===== config.mk =====
export PLATFORM = sky130hd
export DESIGN_NAME = sacm_top
export DESIGN_NICKNAME = d
export VERILOG_FILES = /design/src/hw/sacm_pkg.sv /design/src/hw/sacm_top.sv
export SDC_FILE = /design/constraint.sdc
export NUM_CORES = 1
export LEC_CHECK = 0
export BUFFER_PORTS_ARGS = -buffer_cell sky130_fd_sc_hd__buf_2
export CAP_MARGIN = 20
export CORE_MARGIN = 2
export CORE_UTILIZATION = 56
export CTS_BUF_LIST = sky130_fd_sc_hd__clkbuf_4 sky130_fd_sc_hd__clkbuf_8
export DETAILED_ROUTE_END_ITERATION = 16
export PLACE_DENSITY_LB_ADDON = 0.25
export SKIP_LAST_GASP = 1
export SLEW_MARGIN = 20
export SYNTH_ARGS = -nofsm -noshare
export SYNTH_HDL_FRONTEND = slang
export SYNTH_SLANG_ARGS = --single-unit

===== constraint.sdc =====
create_clock -name clk -period 4.2 [get_ports clk]
set_input_delay 0.42 -clock clk [delete_from_list [all_inputs] [get_ports clk]]
set_output_delay 0.42 -clock clk [all_outputs]
set_load 0.02 [all_outputs]

===== src/hw/sacm_pkg.sv =====
/*
 * Package for the servo alarm code manager: alarm codes, fault bit indices,
 * register-port offsets and field layouts.
 * Assumes a single 100 MHz clock domain and a synchronous active-high reset.
 */
package sacm_pkg;

  localparam int NUM_FAULTS = 40;

  // Fault input bit positions (per axis fault vector)
  localparam int F_PHASE_DISC  = 0;
  localparam int F_COMM_DISC   = 1;
  localparam int F_OVERLOAD    = 2;
  localparam int F_AD_CHAN     = 3;
  localparam int F_COMM_ILLEG  = 4;
  localparam int F_COMM_ORDER  = 5;
  localparam int F_OVERCURR    = 6;
  localparam int F_OVERVOLT    = 7;
  localparam int F_UNDERVOLT   = 8;
  localparam int F_PARAM_BAD   = 9;
  localparam int F_OVERSPEED   = 10;
  localparam int F_DEV_OVF     = 11;
  localparam int F_DEV_LIMIT   = 12;
  localparam int F_GEAR        = 13;
  localparam int F_CUR_DET1    = 14;
  localparam int F_CUR_DET2    = 15;
  localparam int F_MOTOR_MODEL = 16;
  localparam int F_MISMATCH    = 17;
  localparam int F_MT_ERR      = 18;
  localparam int F_MT_OVF      = 19;
  localparam int F_BATT_LOST   = 20;
  localparam int F_BATT_LOW    = 21;
  localparam int F_BLEEDER     = 22;
  localparam int F_REGEN       = 23;
  localparam int F_OUTAGE      = 24;
  localparam int F_RESOLVER    = 25;
  localparam int F_ENC_COMM    = 26;
  localparam int F_ENC_OVSPD   = 27;
  localparam int F_ENC_ABS     = 28;
  localparam int F_ENC_COUNT   = 29;
  localparam int F_CTRL_CHK    = 30;
  localparam int F_DATA_CHK    = 31;
  localparam int F_STAT_STOP   = 32;
  localparam int F_MEM_STOP    = 33;
  localparam int F_MEM_NULL    = 34;
  localparam int F_MEM_SUM     = 35;
  localparam int F_MODBUS_TO   = 36;
  localparam int F_HBEAT_TO    = 37;
  localparam int F_OVERHEAT    = 38;
  localparam int F_SW_HW       = 39;

  // Two-digit alarm codes as BCD, indexed by fault bit
  localparam logic [7:0] ALARM_CODE [NUM_FAULTS] = '{
    8'h01, 8'h02, 8'h03, 8'h04, 8'h05, 8'h06, 8'h10, 8'h11, 8'h12, 8'h13,
    8'h14, 8'h15, 8'h16, 8'h17, 8'h18, 8'h19, 8'h22, 8'h23, 8'h25, 8'h26,
    8'h27, 8'h28, 8'h30, 8'h31, 8'h33, 8'h34, 8'h40, 8'h41, 8'h42, 8'h43,
    8'h44, 8'h45, 8'h46, 8'h47, 8'h48, 8'h49, 8'h60, 8'h61, 8'h70, 8'h90
  };

  // Faults that a clear request can never remove
  localparam logic [NUM_FAULTS-1:0] NO_CLEAR_MASK =
    (40'h1 << F_OVERVOLT) | (40'h1 << F_UNDERVOLT) |
    (40'h1 << F_REGEN) | (40'h1 << F_SW_HW);

  // Faults that need the encoder's own alarm cleared first
  localparam logic [NUM_FAULTS-1:0] ENC_GATE_MASK =
    (40'h1 << F_MT_ERR) | (40'h1 << F_MT_OVF) |
    (40'h1 << F_BATT_LOST) | (40'h1 << F_ENC_OVSPD);

  // Axis prefix letters in ASCII
  localparam logic [7:0] AXIS_A_CHAR = 8'h41;
  localparam logic [7:0] AXIS_B_CHAR = 8'h62;

  localparam logic [7:0] NO_ALARM_CODE = 8'h00;

  // Register port
  localparam int          ADDR_W       = 4;
  localparam logic [3:0]  REG_CTRL     = 4'h0;
  localparam logic [3:0]  REG_STATUS   = 4'h1;
  localparam logic [3:0]  REG_LATCH_A0 = 4'h2;
  localparam logic [3:0]  REG_LATCH_A1 = 4'h3;
  localparam logic [3:0]  REG_LATCH_B0 = 4'h4;
  localparam logic [3:0]  REG_LATCH_B1 = 4'h5;
  localparam logic [3:0]  REG_DEV_LIM  = 4'h6;
  localparam logic [3:0]  REG_DEV_A    = 4'h7;
  localparam logic [3:0]  REG_DEV_B    = 4'h8;

  // Control register fields
  localparam int CTRL_CLR_A     = 0;
  localparam int CTRL_CLR_B     = 1;
  localparam int CTRL_ENC_ACK_A = 2;
  localparam int CTRL_ENC_ACK_B = 3;

  localparam logic [31:0] DEV_LIM_RST = 32'h0000FFFF;

endpackage


===== src/hw/sacm_top.sv =====
/*
 * Servo alarm code manager for a two-axis drive: latches faults per axis,
 * shows the first alarm with its axis letter, drives the fault output and
 * the coast-stop commands, and gates clear requests.
 * Assumes fault detectors on clk; pin inputs are synchronised here.
 */
// Chosen here: the address-and-strobe port and the address map.
`timescale 1ns/100ps

// Function
// Any active alarm removes drive without braking so the motor coasts.
// Fault output high while any alarm is latched, low otherwise.
// Alarm 01 for phase lines open, 02 for commutation lines open; clearable.
// Alarm 05 for illegal commutation code, 06 for wrong phase order.
// Alarms 03 overload, 10 overcurrent, 14 overspeed; all clearable.
// Alarms 11, 12, 31, 90 never clear; all others clear on request.
// Alarm 13 when stored parameters are corrupted.
// Alarm 15 on deviation counter overflow, 16 when deviation exceeds limit.
// Alarm 17 for bad gear ratio or command pulse rate too high.
// Alarm 25 multi-turn error, 26 multi-turn overflow from encoder.
// Alarm 27 battery below 2.5 V with data lost; 28 below 3.1 V.
// Alarm 33 when AC supply drops for over one mains cycle.
// Alarm 40 when the serial encoder stops communicating.
// Alarm 42 encoder absolute status error, 43 counting error.
// Alarm 44 control field check fails, 45 data check fails.
// Alarm 46 status field stop bit wrong, 47 memory field stop bit wrong.
// Alarm 48 when encoder memory field reads back null.
// Alarm 49 when encoder memory sum check fails.
// Host must send frames within timeout, else alarm 60.
// Master heartbeat missing in time raises alarm 61.
// Displayed code carries axis letter, A first axis, b second.
// Alarms 25, 26, 27, 41 clear only after encoder alarm is cleared.
// Host clear via communication register only when no pin is assigned.
// Alarm stays latched until valid clear and fault gone.
// First detected alarm is displayed while output stays high.
module sacm_top
  import sacm_pkg::*;
(
  // Clock and reset
  input  wire logic                  clk,
  input  wire logic                  srst,
  // Fault detectors, one vector per axis
  input  wire logic [NUM_FAULTS-1:0] fault_a,
  input  wire logic [NUM_FAULTS-1:0] fault_b,
  // Deviation magnitudes per axis
  input  wire logic [31:0]           deviation_a,
  input  wire logic [31:0]           deviation_b,
  // Alarm clear pin (active low) and its assignment
  input  wire logic                  fault_clear_input_n,
  input  wire logic                  clear_pin_assigned,
  // Register port
  input  wire logic [ADDR_W-1:0]     reg_addr,
  input  wire logic [31:0]           reg_wdata,
  input  wire logic                  reg_wr,
  input  wire logic                  reg_rd,
  output logic      [31:0]           reg_rdata,
  // Alarm outputs
  output logic                       fault_output,
  output logic                       coast_a,
  output logic                       coast_b,
  output logic      [7:0]            disp_axis,
  output logic      [7:0]            disp_code
);

  logic [NUM_FAULTS-1:0] latch_a_ff;
  logic [NUM_FAULTS-1:0] latch_b_ff;
  logic [NUM_FAULTS-1:0] enc_ok_a_ff;
  logic [NUM_FAULTS-1:0] enc_ok_b_ff;
  logic [31:0]           dev_lim_ff;
  logic [7:0]            first_axis_ff;
  logic [7:0]            first_code_ff;
  logic                  first_valid_ff;
  logic                  clr_pin_s1_ff;
  logic                  clr_pin_s2_ff;
  logic                  clr_pin_d_ff;
  logic [31:0]           rdata_ff;

  // Code of lowest set bit, used to pick one code per axis
  function automatic logic [7:0] first_code(input logic [NUM_FAULTS-1:0] v);
    logic [7:0] c;
    c = NO_ALARM_CODE;
    for (int i = NUM_FAULTS - 1; i >= 0; i--) begin
      if (v[i]) begin
        c = ALARM_CODE[i];
      end
    end
    return c;
  endfunction

  // Deviation limit check folded into the fault vector
  wire dev_over_a = deviation_a > dev_lim_ff;
  wire dev_over_b = deviation_b > dev_lim_ff;
  wire [NUM_FAULTS-1:0] src_a = fault_a | (dev_over_a ? (40'h1 << F_DEV_LIMIT) : '0);
  wire [NUM_FAULTS-1:0] src_b = fault_b | (dev_over_b ? (40'h1 << F_DEV_LIMIT) : '0);

  // Clear requests: pin falling edge when assigned, else register bit
  wire ctrl_wr    = reg_wr && (reg_addr == REG_CTRL);
  wire pin_clr    = clear_pin_assigned && clr_pin_d_ff && !clr_pin_s2_ff;
  wire reg_clr_a  = ctrl_wr && reg_wdata[CTRL_CLR_A] && !clear_pin_assigned;
  wire reg_clr_b  = ctrl_wr && reg_wdata[CTRL_CLR_B] && !clear_pin_assigned;
  wire clr_a      = pin_clr || reg_clr_a;
  wire clr_b      = pin_clr || reg_clr_b;
  wire enc_ack_a  = ctrl_wr && reg_wdata[CTRL_ENC_ACK_A];
  wire enc_ack_b  = ctrl_wr && reg_wdata[CTRL_ENC_ACK_B];

  // A bit clears only if clearable, gated bits acknowledged, and fault gone
  wire [NUM_FAULTS-1:0] clrable_a = ~NO_CLEAR_MASK & (~ENC_GATE_MASK | enc_ok_a_ff);
  wire [NUM_FAULTS-1:0] clrable_b = ~NO_CLEAR_MASK & (~ENC_GATE_MASK | enc_ok_b_ff);
  wire [NUM_FAULTS-1:0] drop_a = clr_a ? (clrable_a & ~src_a) : '0;
  wire [NUM_FAULTS-1:0] drop_b = clr_b ? (clrable_b & ~src_b) : '0;
  // Set wins over clear
  wire [NUM_FAULTS-1:0] nxt_latch_a = (latch_a_ff & ~drop_a) | src_a;
  wire [NUM_FAULTS-1:0] nxt_latch_b = (latch_b_ff & ~drop_b) | src_b;

  wire any_a = |latch_a_ff;
  wire any_b = |latch_b_ff;

  // Capture first alarm; hold until all alarms gone
  wire new_a = |nxt_latch_a;
  wire new_b = |nxt_latch_b;
  wire       nxt_first_valid = new_a || new_b;
  wire [7:0] nxt_first_axis  = first_valid_ff ? first_axis_ff :
                               (new_a ? AXIS_A_CHAR : AXIS_B_CHAR);
  wire [7:0] nxt_first_code  = first_valid_ff ? first_code_ff :
                               (new_a ? first_code(nxt_latch_a) : first_code(nxt_latch_b));

  // Register read decode
  wire [31:0] nxt_rdata =
    (reg_addr == REG_CTRL)     ? {28'h0, enc_ok_b_ff[F_MT_ERR], enc_ok_a_ff[F_MT_ERR], 2'h0} :
    (reg_addr == REG_STATUS)   ? {8'h0, first_axis_ff, first_code_ff, 5'h0,
                                  first_valid_ff, any_b, any_a} :
    (reg_addr == REG_LATCH_A0) ? latch_a_ff[31:0] :
    (reg_addr == REG_LATCH_A1) ? {24'h0, latch_a_ff[NUM_FAULTS-1:32]} :
    (reg_addr == REG_LATCH_B0) ? latch_b_ff[31:0] :
    (reg_addr == REG_LATCH_B1) ? {24'h0, latch_b_ff[NUM_FAULTS-1:32]} :
    (reg_addr == REG_DEV_LIM)  ? dev_lim_ff :
    (reg_addr == REG_DEV_A)    ? deviation_a :
    (reg_addr == REG_DEV_B)    ? deviation_b : 32'h0;

  // Encoder-alarm acknowledge: set by software, consumed by a clear
  wire [NUM_FAULTS-1:0] nxt_enc_ok_a = enc_ack_a ? ENC_GATE_MASK :
                                       (clr_a ? '0 : enc_ok_a_ff);
  wire [NUM_FAULTS-1:0] nxt_enc_ok_b = enc_ack_b ? ENC_GATE_MASK :
                                       (clr_b ? '0 : enc_ok_b_ff);

  always_ff @(posedge clk) begin
    if (srst) begin
      latch_a_ff     <= '0;
      latch_b_ff     <= '0;
      enc_ok_a_ff    <= '0;
      enc_ok_b_ff    <= '0;
      dev_lim_ff     <= DEV_LIM_RST;
      first_valid_ff <= 1'b0;
      first_axis_ff  <= NO_ALARM_CODE;
      first_code_ff  <= NO_ALARM_CODE;
      rdata_ff       <= '0;
    end else begin
      latch_a_ff     <= nxt_latch_a;
      latch_b_ff     <= nxt_latch_b;
      enc_ok_a_ff    <= nxt_enc_ok_a;
      enc_ok_b_ff    <= nxt_enc_ok_b;
      if (reg_wr && reg_addr == REG_DEV_LIM) begin
        dev_lim_ff   <= reg_wdata;
      end
      first_valid_ff <= nxt_first_valid;
      first_axis_ff  <= nxt_first_valid ? nxt_first_axis : NO_ALARM_CODE;
      first_code_ff  <= nxt_first_valid ? nxt_first_code : NO_ALARM_CODE;
      rdata_ff       <= reg_rd ? nxt_rdata : 32'h0;
    end
  end

  // Clear pin synchroniser and edge history
  always_ff @(posedge clk) begin
    if (srst) begin
      clr_pin_s1_ff <= 1'b1;
      clr_pin_s2_ff <= 1'b1;
      clr_pin_d_ff  <= 1'b1;
    end else begin
      clr_pin_s1_ff <= fault_clear_input_n;
      clr_pin_s2_ff <= clr_pin_s1_ff;
      clr_pin_d_ff  <= clr_pin_s2_ff;
    end
  end

  assign reg_rdata    = rdata_ff;
  assign fault_output = first_valid_ff;
  assign coast_a      = any_a;
  assign coast_b      = any_b;
  assign disp_axis    = first_axis_ff;
  assign disp_code    = first_code_ff;

  // Assertions
  a_out_tracks_latch: assert property (@(posedge clk) disable iff (srst)
    fault_output == (any_a || any_b)) else $error("fault output disagrees with latches");

  a_coast_on_alarm: assert property (@(posedge clk) disable iff (srst)
    (any_a |-> coast_a) and (any_b |-> coast_b)) else $error("no coast stop on alarm");

  a_set_latches: assert property (@(posedge clk) disable iff (srst)
    fault_a[F_PHASE_DISC] |=> latch_a_ff[F_PHASE_DISC]) else $error("alarm 01 not latched");

  a_noclear_holds: assert property (@(posedge clk) disable iff (srst)
    latch_a_ff[F_OVERVOLT] |=> latch_a_ff[F_OVERVOLT]) else $error("alarm 11 was cleared");

  a_gate_holds: assert property (@(posedge clk) disable iff (srst)
    latch_b_ff[F_MT_ERR] && !enc_ok_b_ff[F_MT_ERR] |=> latch_b_ff[F_MT_ERR])
    else $error("alarm 25 cleared without encoder acknowledge");

  a_hold_no_clear: assert property (@(posedge clk) disable iff (srst)
    latch_a_ff[F_OVERSPEED] && !clr_a |=> latch_a_ff[F_OVERSPEED])
    else $error("alarm dropped without clear");

  a_dev_limit: assert property (@(posedge clk) disable iff (srst)
    deviation_a > dev_lim_ff |=> latch_a_ff[F_DEV_LIMIT]) else $error("alarm 16 missed");

  a_first_stable: assert property (@(posedge clk) disable iff (srst)
    first_valid_ff && $past(first_valid_ff) |-> $stable(disp_code))
    else $error("displayed alarm changed while active");

  a_axis_letter: assert property (@(posedge clk) disable iff (srst)
    first_valid_ff |-> (disp_axis == AXIS_A_CHAR || disp_axis == AXIS_B_CHAR))
    else $error("bad axis letter");

  a_pin_blocks_reg: assert property (@(posedge clk) disable iff (srst)
    clear_pin_assigned |-> !reg_clr_a) else $error("register clear while pin assigned");

  // Detected faults of R3 to R20 (R6 aside) on axis A latch on the next edge
  a_set_a02: assert property (@(posedge clk) disable iff (srst)
    fault_a[F_COMM_DISC] |=> latch_a_ff[F_COMM_DISC]) else $error("A02 not latched");

  a_set_a05: assert property (@(posedge clk) disable iff (srst)
    fault_a[F_COMM_ILLEG] |=> latch_a_ff[F_COMM_ILLEG]) else $error("A05 not latched");

  a_set_a06: assert property (@(posedge clk) disable iff (srst)
    fault_a[F_COMM_ORDER] |=> latch_a_ff[F_COMM_ORDER]) else $error("A06 not latched");

  a_set_a03: assert property (@(posedge clk) disable iff (srst)
    fault_a[F_OVERLOAD] |=> latch_a_ff[F_OVERLOAD]) else $error("A03 not latched");

  a_set_a10: assert property (@(posedge clk) disable iff (srst)
    fault_a[F_OVERCURR] |=> latch_a_ff[F_OVERCURR]) else $error("A10 not latched");

  a_set_a14: assert property (@(posedge clk) disable iff (srst)
    fault_a[F_OVERSPEED] |=> latch_a_ff[F_OVERSPEED]) else $error("A14 not latched");

  a_set_a13: assert property (@(posedge clk) disable iff (srst)
    fault_a[F_PARAM_BAD] |=> latch_a_ff[F_PARAM_BAD]) else $error("A13 not latched");

  a_set_a15: assert property (@(posedge clk) disable iff (srst)
    fault_a[F_DEV_OVF] |=> latch_a_ff[F_DEV_OVF]) else $error("A15 not latched");

  a_set_a17: assert property (@(posedge clk) disable iff (srst)
    fault_a[F_GEAR] |=> latch_a_ff[F_GEAR]) else $error("A17 not latched");

  a_set_a25: assert property (@(posedge clk) disable iff (srst)
    fault_a[F_MT_ERR] |=> latch_a_ff[F_MT_ERR]) else $error("A25 not latched");

  a_set_a26: assert property (@(posedge clk) disable iff (srst)
    fault_a[F_MT_OVF] |=> latch_a_ff[F_MT_OVF]) else $error("A26 not latched");

  a_set_a27: assert property (@(posedge clk) disable iff (srst)
    fault_a[F_BATT_LOST] |=> latch_a_ff[F_BATT_LOST]) else $error("A27 not latched");

  a_set_a28: assert property (@(posedge clk) disable iff (srst)
    fault_a[F_BATT_LOW] |=> latch_a_ff[F_BATT_LOW]) else $error("A28 not latched");

  a_set_a33: assert property (@(posedge clk) disable iff (srst)
    fault_a[F_OUTAGE] |=> latch_a_ff[F_OUTAGE]) else $error("A33 not latched");

  a_set_a40: assert property (@(posedge clk) disable iff (srst)
    fault_a[F_ENC_COMM] |=> latch_a_ff[F_ENC_COMM]) else $error("A40 not latched");

  a_set_a42: assert property (@(posedge clk) disable iff (srst)
    fault_a[F_ENC_ABS] |=> latch_a_ff[F_ENC_ABS]) else $error("A42 not latched");

  a_set_a43: assert property (@(posedge clk) disable iff (srst)
    fault_a[F_ENC_COUNT] |=> latch_a_ff[F_ENC_COUNT]) else $error("A43 not latched");

  a_set_a44: assert property (@(posedge clk) disable iff (srst)
    fault_a[F_CTRL_CHK] |=> latch_a_ff[F_CTRL_CHK]) else $error("A44 not latched");

  a_set_a45: assert property (@(posedge clk) disable iff (srst)
    fault_a[F_DATA_CHK] |=> latch_a_ff[F_DATA_CHK]) else $error("A45 not latched");

  a_set_a46: assert property (@(posedge clk) disable iff (srst)
    fault_a[F_STAT_STOP] |=> latch_a_ff[F_STAT_STOP]) else $error("A46 not latched");

  a_set_a47: assert property (@(posedge clk) disable iff (srst)
    fault_a[F_MEM_STOP] |=> latch_a_ff[F_MEM_STOP]) else $error("A47 not latched");

  a_set_a48: assert property (@(posedge clk) disable iff (srst)
    fault_a[F_MEM_NULL] |=> latch_a_ff[F_MEM_NULL]) else $error("A48 not latched");

  a_set_a49: assert property (@(posedge clk) disable iff (srst)
    fault_a[F_MEM_SUM] |=> latch_a_ff[F_MEM_SUM]) else $error("A49 not latched");

  a_set_a60: assert property (@(posedge clk) disable iff (srst)
    fault_a[F_MODBUS_TO] |=> latch_a_ff[F_MODBUS_TO]) else $error("A60 not latched");

  a_set_a61: assert property (@(posedge clk) disable iff (srst)
    fault_a[F_HBEAT_TO] |=> latch_a_ff[F_HBEAT_TO]) else $error("A61 not latched");

  // A sample of the same faults on axis B
  a_set_b01: assert property (@(posedge clk) disable iff (srst)
    fault_b[F_PHASE_DISC] |=> latch_b_ff[F_PHASE_DISC]) else $error("b01 not latched");

  a_set_b05: assert property (@(posedge clk) disable iff (srst)
    fault_b[F_COMM_ILLEG] |=> latch_b_ff[F_COMM_ILLEG]) else $error("b05 not latched");

  a_set_b10: assert property (@(posedge clk) disable iff (srst)
    fault_b[F_OVERCURR] |=> latch_b_ff[F_OVERCURR]) else $error("b10 not latched");

  a_set_b13: assert property (@(posedge clk) disable iff (srst)
    fault_b[F_PARAM_BAD] |=> latch_b_ff[F_PARAM_BAD]) else $error("b13 not latched");

  a_set_b27: assert property (@(posedge clk) disable iff (srst)
    fault_b[F_BATT_LOST] |=> latch_b_ff[F_BATT_LOST]) else $error("b27 not latched");

  a_set_b40: assert property (@(posedge clk) disable iff (srst)
    fault_b[F_ENC_COMM] |=> latch_b_ff[F_ENC_COMM]) else $error("b40 not latched");

  a_set_b44: assert property (@(posedge clk) disable iff (srst)
    fault_b[F_CTRL_CHK] |=> latch_b_ff[F_CTRL_CHK]) else $error("b44 not latched");

  a_set_b60: assert property (@(posedge clk) disable iff (srst)
    fault_b[F_MODBUS_TO] |=> latch_b_ff[F_MODBUS_TO]) else $error("b60 not latched");

  // Alarms that no clear request may remove
  a_noclear_a12: assert property (@(posedge clk) disable iff (srst)
    latch_a_ff[F_UNDERVOLT] |=> latch_a_ff[F_UNDERVOLT]) else $error("A12 was cleared");

  a_noclear_a31: assert property (@(posedge clk) disable iff (srst)
    latch_a_ff[F_REGEN] |=> latch_a_ff[F_REGEN]) else $error("A31 was cleared");

  a_noclear_b12: assert property (@(posedge clk) disable iff (srst)
    latch_b_ff[F_UNDERVOLT] |=> latch_b_ff[F_UNDERVOLT]) else $error("b12 was cleared");

  a_noclear_b31: assert property (@(posedge clk) disable iff (srst)
    latch_b_ff[F_REGEN] |=> latch_b_ff[F_REGEN]) else $error("b31 was cleared");

  a_noclear_b90: assert property (@(posedge clk) disable iff (srst)
    latch_b_ff[F_SW_HW] |=> latch_b_ff[F_SW_HW]) else $error("b90 was cleared");

endmodule


==> results.tsv <==
metric	value	unit
Final nets	1692	
# Post-CTS Setup Buffers	0	
critical path capture point type	flip-flop	
Initial Utilization	57.42	%
Die X	134.6	um
global route overflow	0	
worst min path class	input port to flip-flop	
floorplan core area	16640	um^2
startpoint types	flip-flop	
fmax	276.0	MHz
Required @ worst endpoint	4.56	ns
Worst Setup EP	disp_axis[6]	
Core Rows	47	
Ys Warns	0	
static leakage	4.768	nW
Final Cycle Share	86.27	%
# setup viols final	0	
first-pass GRT wire length	57670	um
initial antenna violation count	1	
Max-Slew Margin vs Limit	40.53	%
count leader, synth	nor2_1	
synth unique cells	77	
clock power share	36.0	%
CTS Sinks	161	
DRT Pass-1 Iters	7	
setup TNS	0	ns
detail-routed via count per cell	6.596	
Post-synth EDFFs	0	
sequential share of power	47.2	%
RR Startpoint	dev_lim_ff[15]	
Synth async-reset ratio	0	%
CTS root buf	clkbuf_8	
RSZ-0062 raised after global routing	no	
Gate power share	16.8	%
Port Buffer Count	232	
Worst-path clk slew	0.09	ns
worst-path cell chain	inv_1 > ha_1 > nand4_1 > or4_1 > or4_1 > a31oi_2 > nand4_4 > nor3_4 > a31o_4 > inv_2 > o21a_1	
CTS buffer count	17	
slowest stage cell, crit path	or4_1	
post-DP HPWL	30540	um
crit path DAT	3.99	ns
DRT antenna net count	0	
Post-synth top cells	nor2_1 (191), dfxtp_1 (161), a21oi_1 (156)	
Worst Reg-to-Reg Cells	11	
CTS tree	built	
status	complete, no violations	
Pint	2.556	mW
min cycle time layout	3.623	ns
# H-tree levels	4	
Total GRT Usage	42.01	%
Layout Skew	0.01133	ns
Netlist Area Pre-Place	9557	um^2
clock buffer depth	2	
Via Count	11050	
Worst path max stage delay	0.63	ns
Final Wtd Congestion	1.056	
Worst IR Drop VDD	0.0002342	V
wire per inst	22.99	um
Slew @ Worst Pin	0.8695	ns
CP startpoint	dev_lim_ff[15]	
max-cap violation count	0	
layout cell share with drive strength beyond 1	21.34	%
Final Hold Fails	0	
Yosys top cell area share	33.73	%
Yosys reg bits	161	
Initial DRC Count	1427	
die height	134.6	um
top_reg_cell synth	dfxtp_1	
Final Slew Violations	0	
post_cts resized	0	
top post-synthesis cells by area	dfxtp_1 (34%), ha_1 (8.4%), a21oi_1 (8.2%), nor2_1 (7.5%), nand2_1 (3.9%)	
Net Sw Power	1.082	mW
FF-to-FF End	disp_axis[6]	
vias in the first global route	10090	
largest net degree at the start of global routing	77	
die area	18130	um^2
Post-Syn Instances	1231	
area delta synth->final	18.55	%
dominant cell type by area after synthesis	dfxtp_1	
Crit path top cell by count	or4_1	
Power Total	3.638	mW
Mapped Avg Cell Area	7.763	um^2
CP Class	flip-flop to flip-flop	
Sw Ratio	29.73	%
share of the yosys chip area belonging to registers	33.73	%
Routed WL	38510	um
slack of the worst reg-to-reg path	0.58	ns
pwr/cell area	321.1	nW/um^2
Hold Path Origin	fault_clear_input_n	
crit-path max FO	11	
DRC viols	0	
fill count	1491	
Clock Latency Late Sink	0.47	ns
hold buffer count at CTS	0	
I/O pin total	237	
[how the worst min path moves through the flow]
stage / slack (ns) / to / cells past startpoint
floorplan: 0.39 / clr_pin_s2_ff / 1
global placement: 0.40 / clr_pin_s2_ff / 1
detailed placement: 0.40 / clr_pin_s2_ff / 1
CTS: 0.14 / clr_pin_s1_ff / 2
global route: 0.14 / clr_pin_s1_ff / 2
finish: 0.14 / clr_pin_s1_ff / 2
[placed cells by master (no fill, tap or decap), types with 26 or more instances in the layout]
cell type and instances:
buf_2 231, nand2_1 99, a21oi_1 156, a22oi_1 26, nor2_1 191, o21ai_0 56, dfxtp_1 161, ha_1 64
nor3_1 34, inv_1 48
[power groups by stage]
stage / registers (mW) / clock network [mW] / logic (mW)
3_5_place_dp: 1.74 / 0 / 0.589
2_1_floorplan: 1.70 / 0 / 0.328
6_report: 1.72 / 1.31 / 0.612
4_1_cts: 1.71 / 1.31 / 0.594
5_1_grt: 1.72 / 1.36 / 0.666
3_3_place_gp: 1.74 / 0 / 0.584
[through the flow]
stage               hold slack (ns)  worst slack (ns)  std cells  cell area (um^2)  util, %
finish                       0.1386            0.5767       1675             11330    68.08
global route                 0.1356            0.4260       1674             11330    68.06
CTS                          0.1361            0.6500       1673             11320    68.04
detailed placement           0.4030            0.4485       1643             10880    65.38
global placement             0.3968            0.4617       1643             10880    65.38
floorplan                    0.3895            0.9789       1234              9568        -
[sequential cells by signal, summed over array words and instances, names as in the netlist]
register and count:
latch_a_ff 40, latch_b_ff 40, dev_lim_ff 32, reg_rdata 32
disp_code 8, disp_axis 3, clr_pin_d_ff 1, clr_pin_s1_ff 1
clr_pin_s2_ff 1, enc_ok_a_ff 1, enc_ok_b_ff 1, fault_output 1
[metal layers]
layer	global-route usage, %	vias up	share of wire, %
met5	0	-	0
met4	18.83	0	4.7
met3	7.470	134	12
met2	63.51	837	43
met1	58.59	5091	40
li1	-	4986	-
[worst max-delay path, delay by kind of cell (launching register included)]
kind	cells	cell delay [ns]
flip-flops	1	0.34
adder cells (fa/ha/maj)	1	0.32
buffers and inverters	2	0.14
AO/OA/AOI/OAI	3	0.80
AND/OR/NAND/NOR	5	1.91
[cell families (layout without fill, tap and decap cells)]
group | Yosys count | count (layout) | synth area share (%)
adder cells (fa/ha/maj) | 64 | 64 | 8.379
multiplexers | 10 | 10 | 1.100
other | 1 | 6 | 0.03924
flip-flops | 161 | 161 | 33.73
AO/OA/AOI/OAI | 421 | 421 | 29.18
buffers and inverters | 115 | 334 | 5.067
AND/OR/NAND/NOR | 459 | 459 | 22.51
[area by class of cell]
| cell class | count | area (um^2) | area share [%] |
|---|---|---|---|
| Antenna cell | 2 | 5.005 | 0.04417 |
| Clock buffer | 20 | 256.5 | 2.264 |
| Clock inverter | 10 | 186.4 | 1.646 |
| Inverter | 50 | 187.7 | 1.657 |
| Multi-Input combinational cell | 958 | 5867 | 51.78 |
| Sequential cell | 161 | 3223 | 28.45 |
| Tap cell | 220 | 275.3 | 2.430 |
| Timing Repair Buffer | 254 | 1329 | 11.73 |
(Power assumes the default switching activity.)
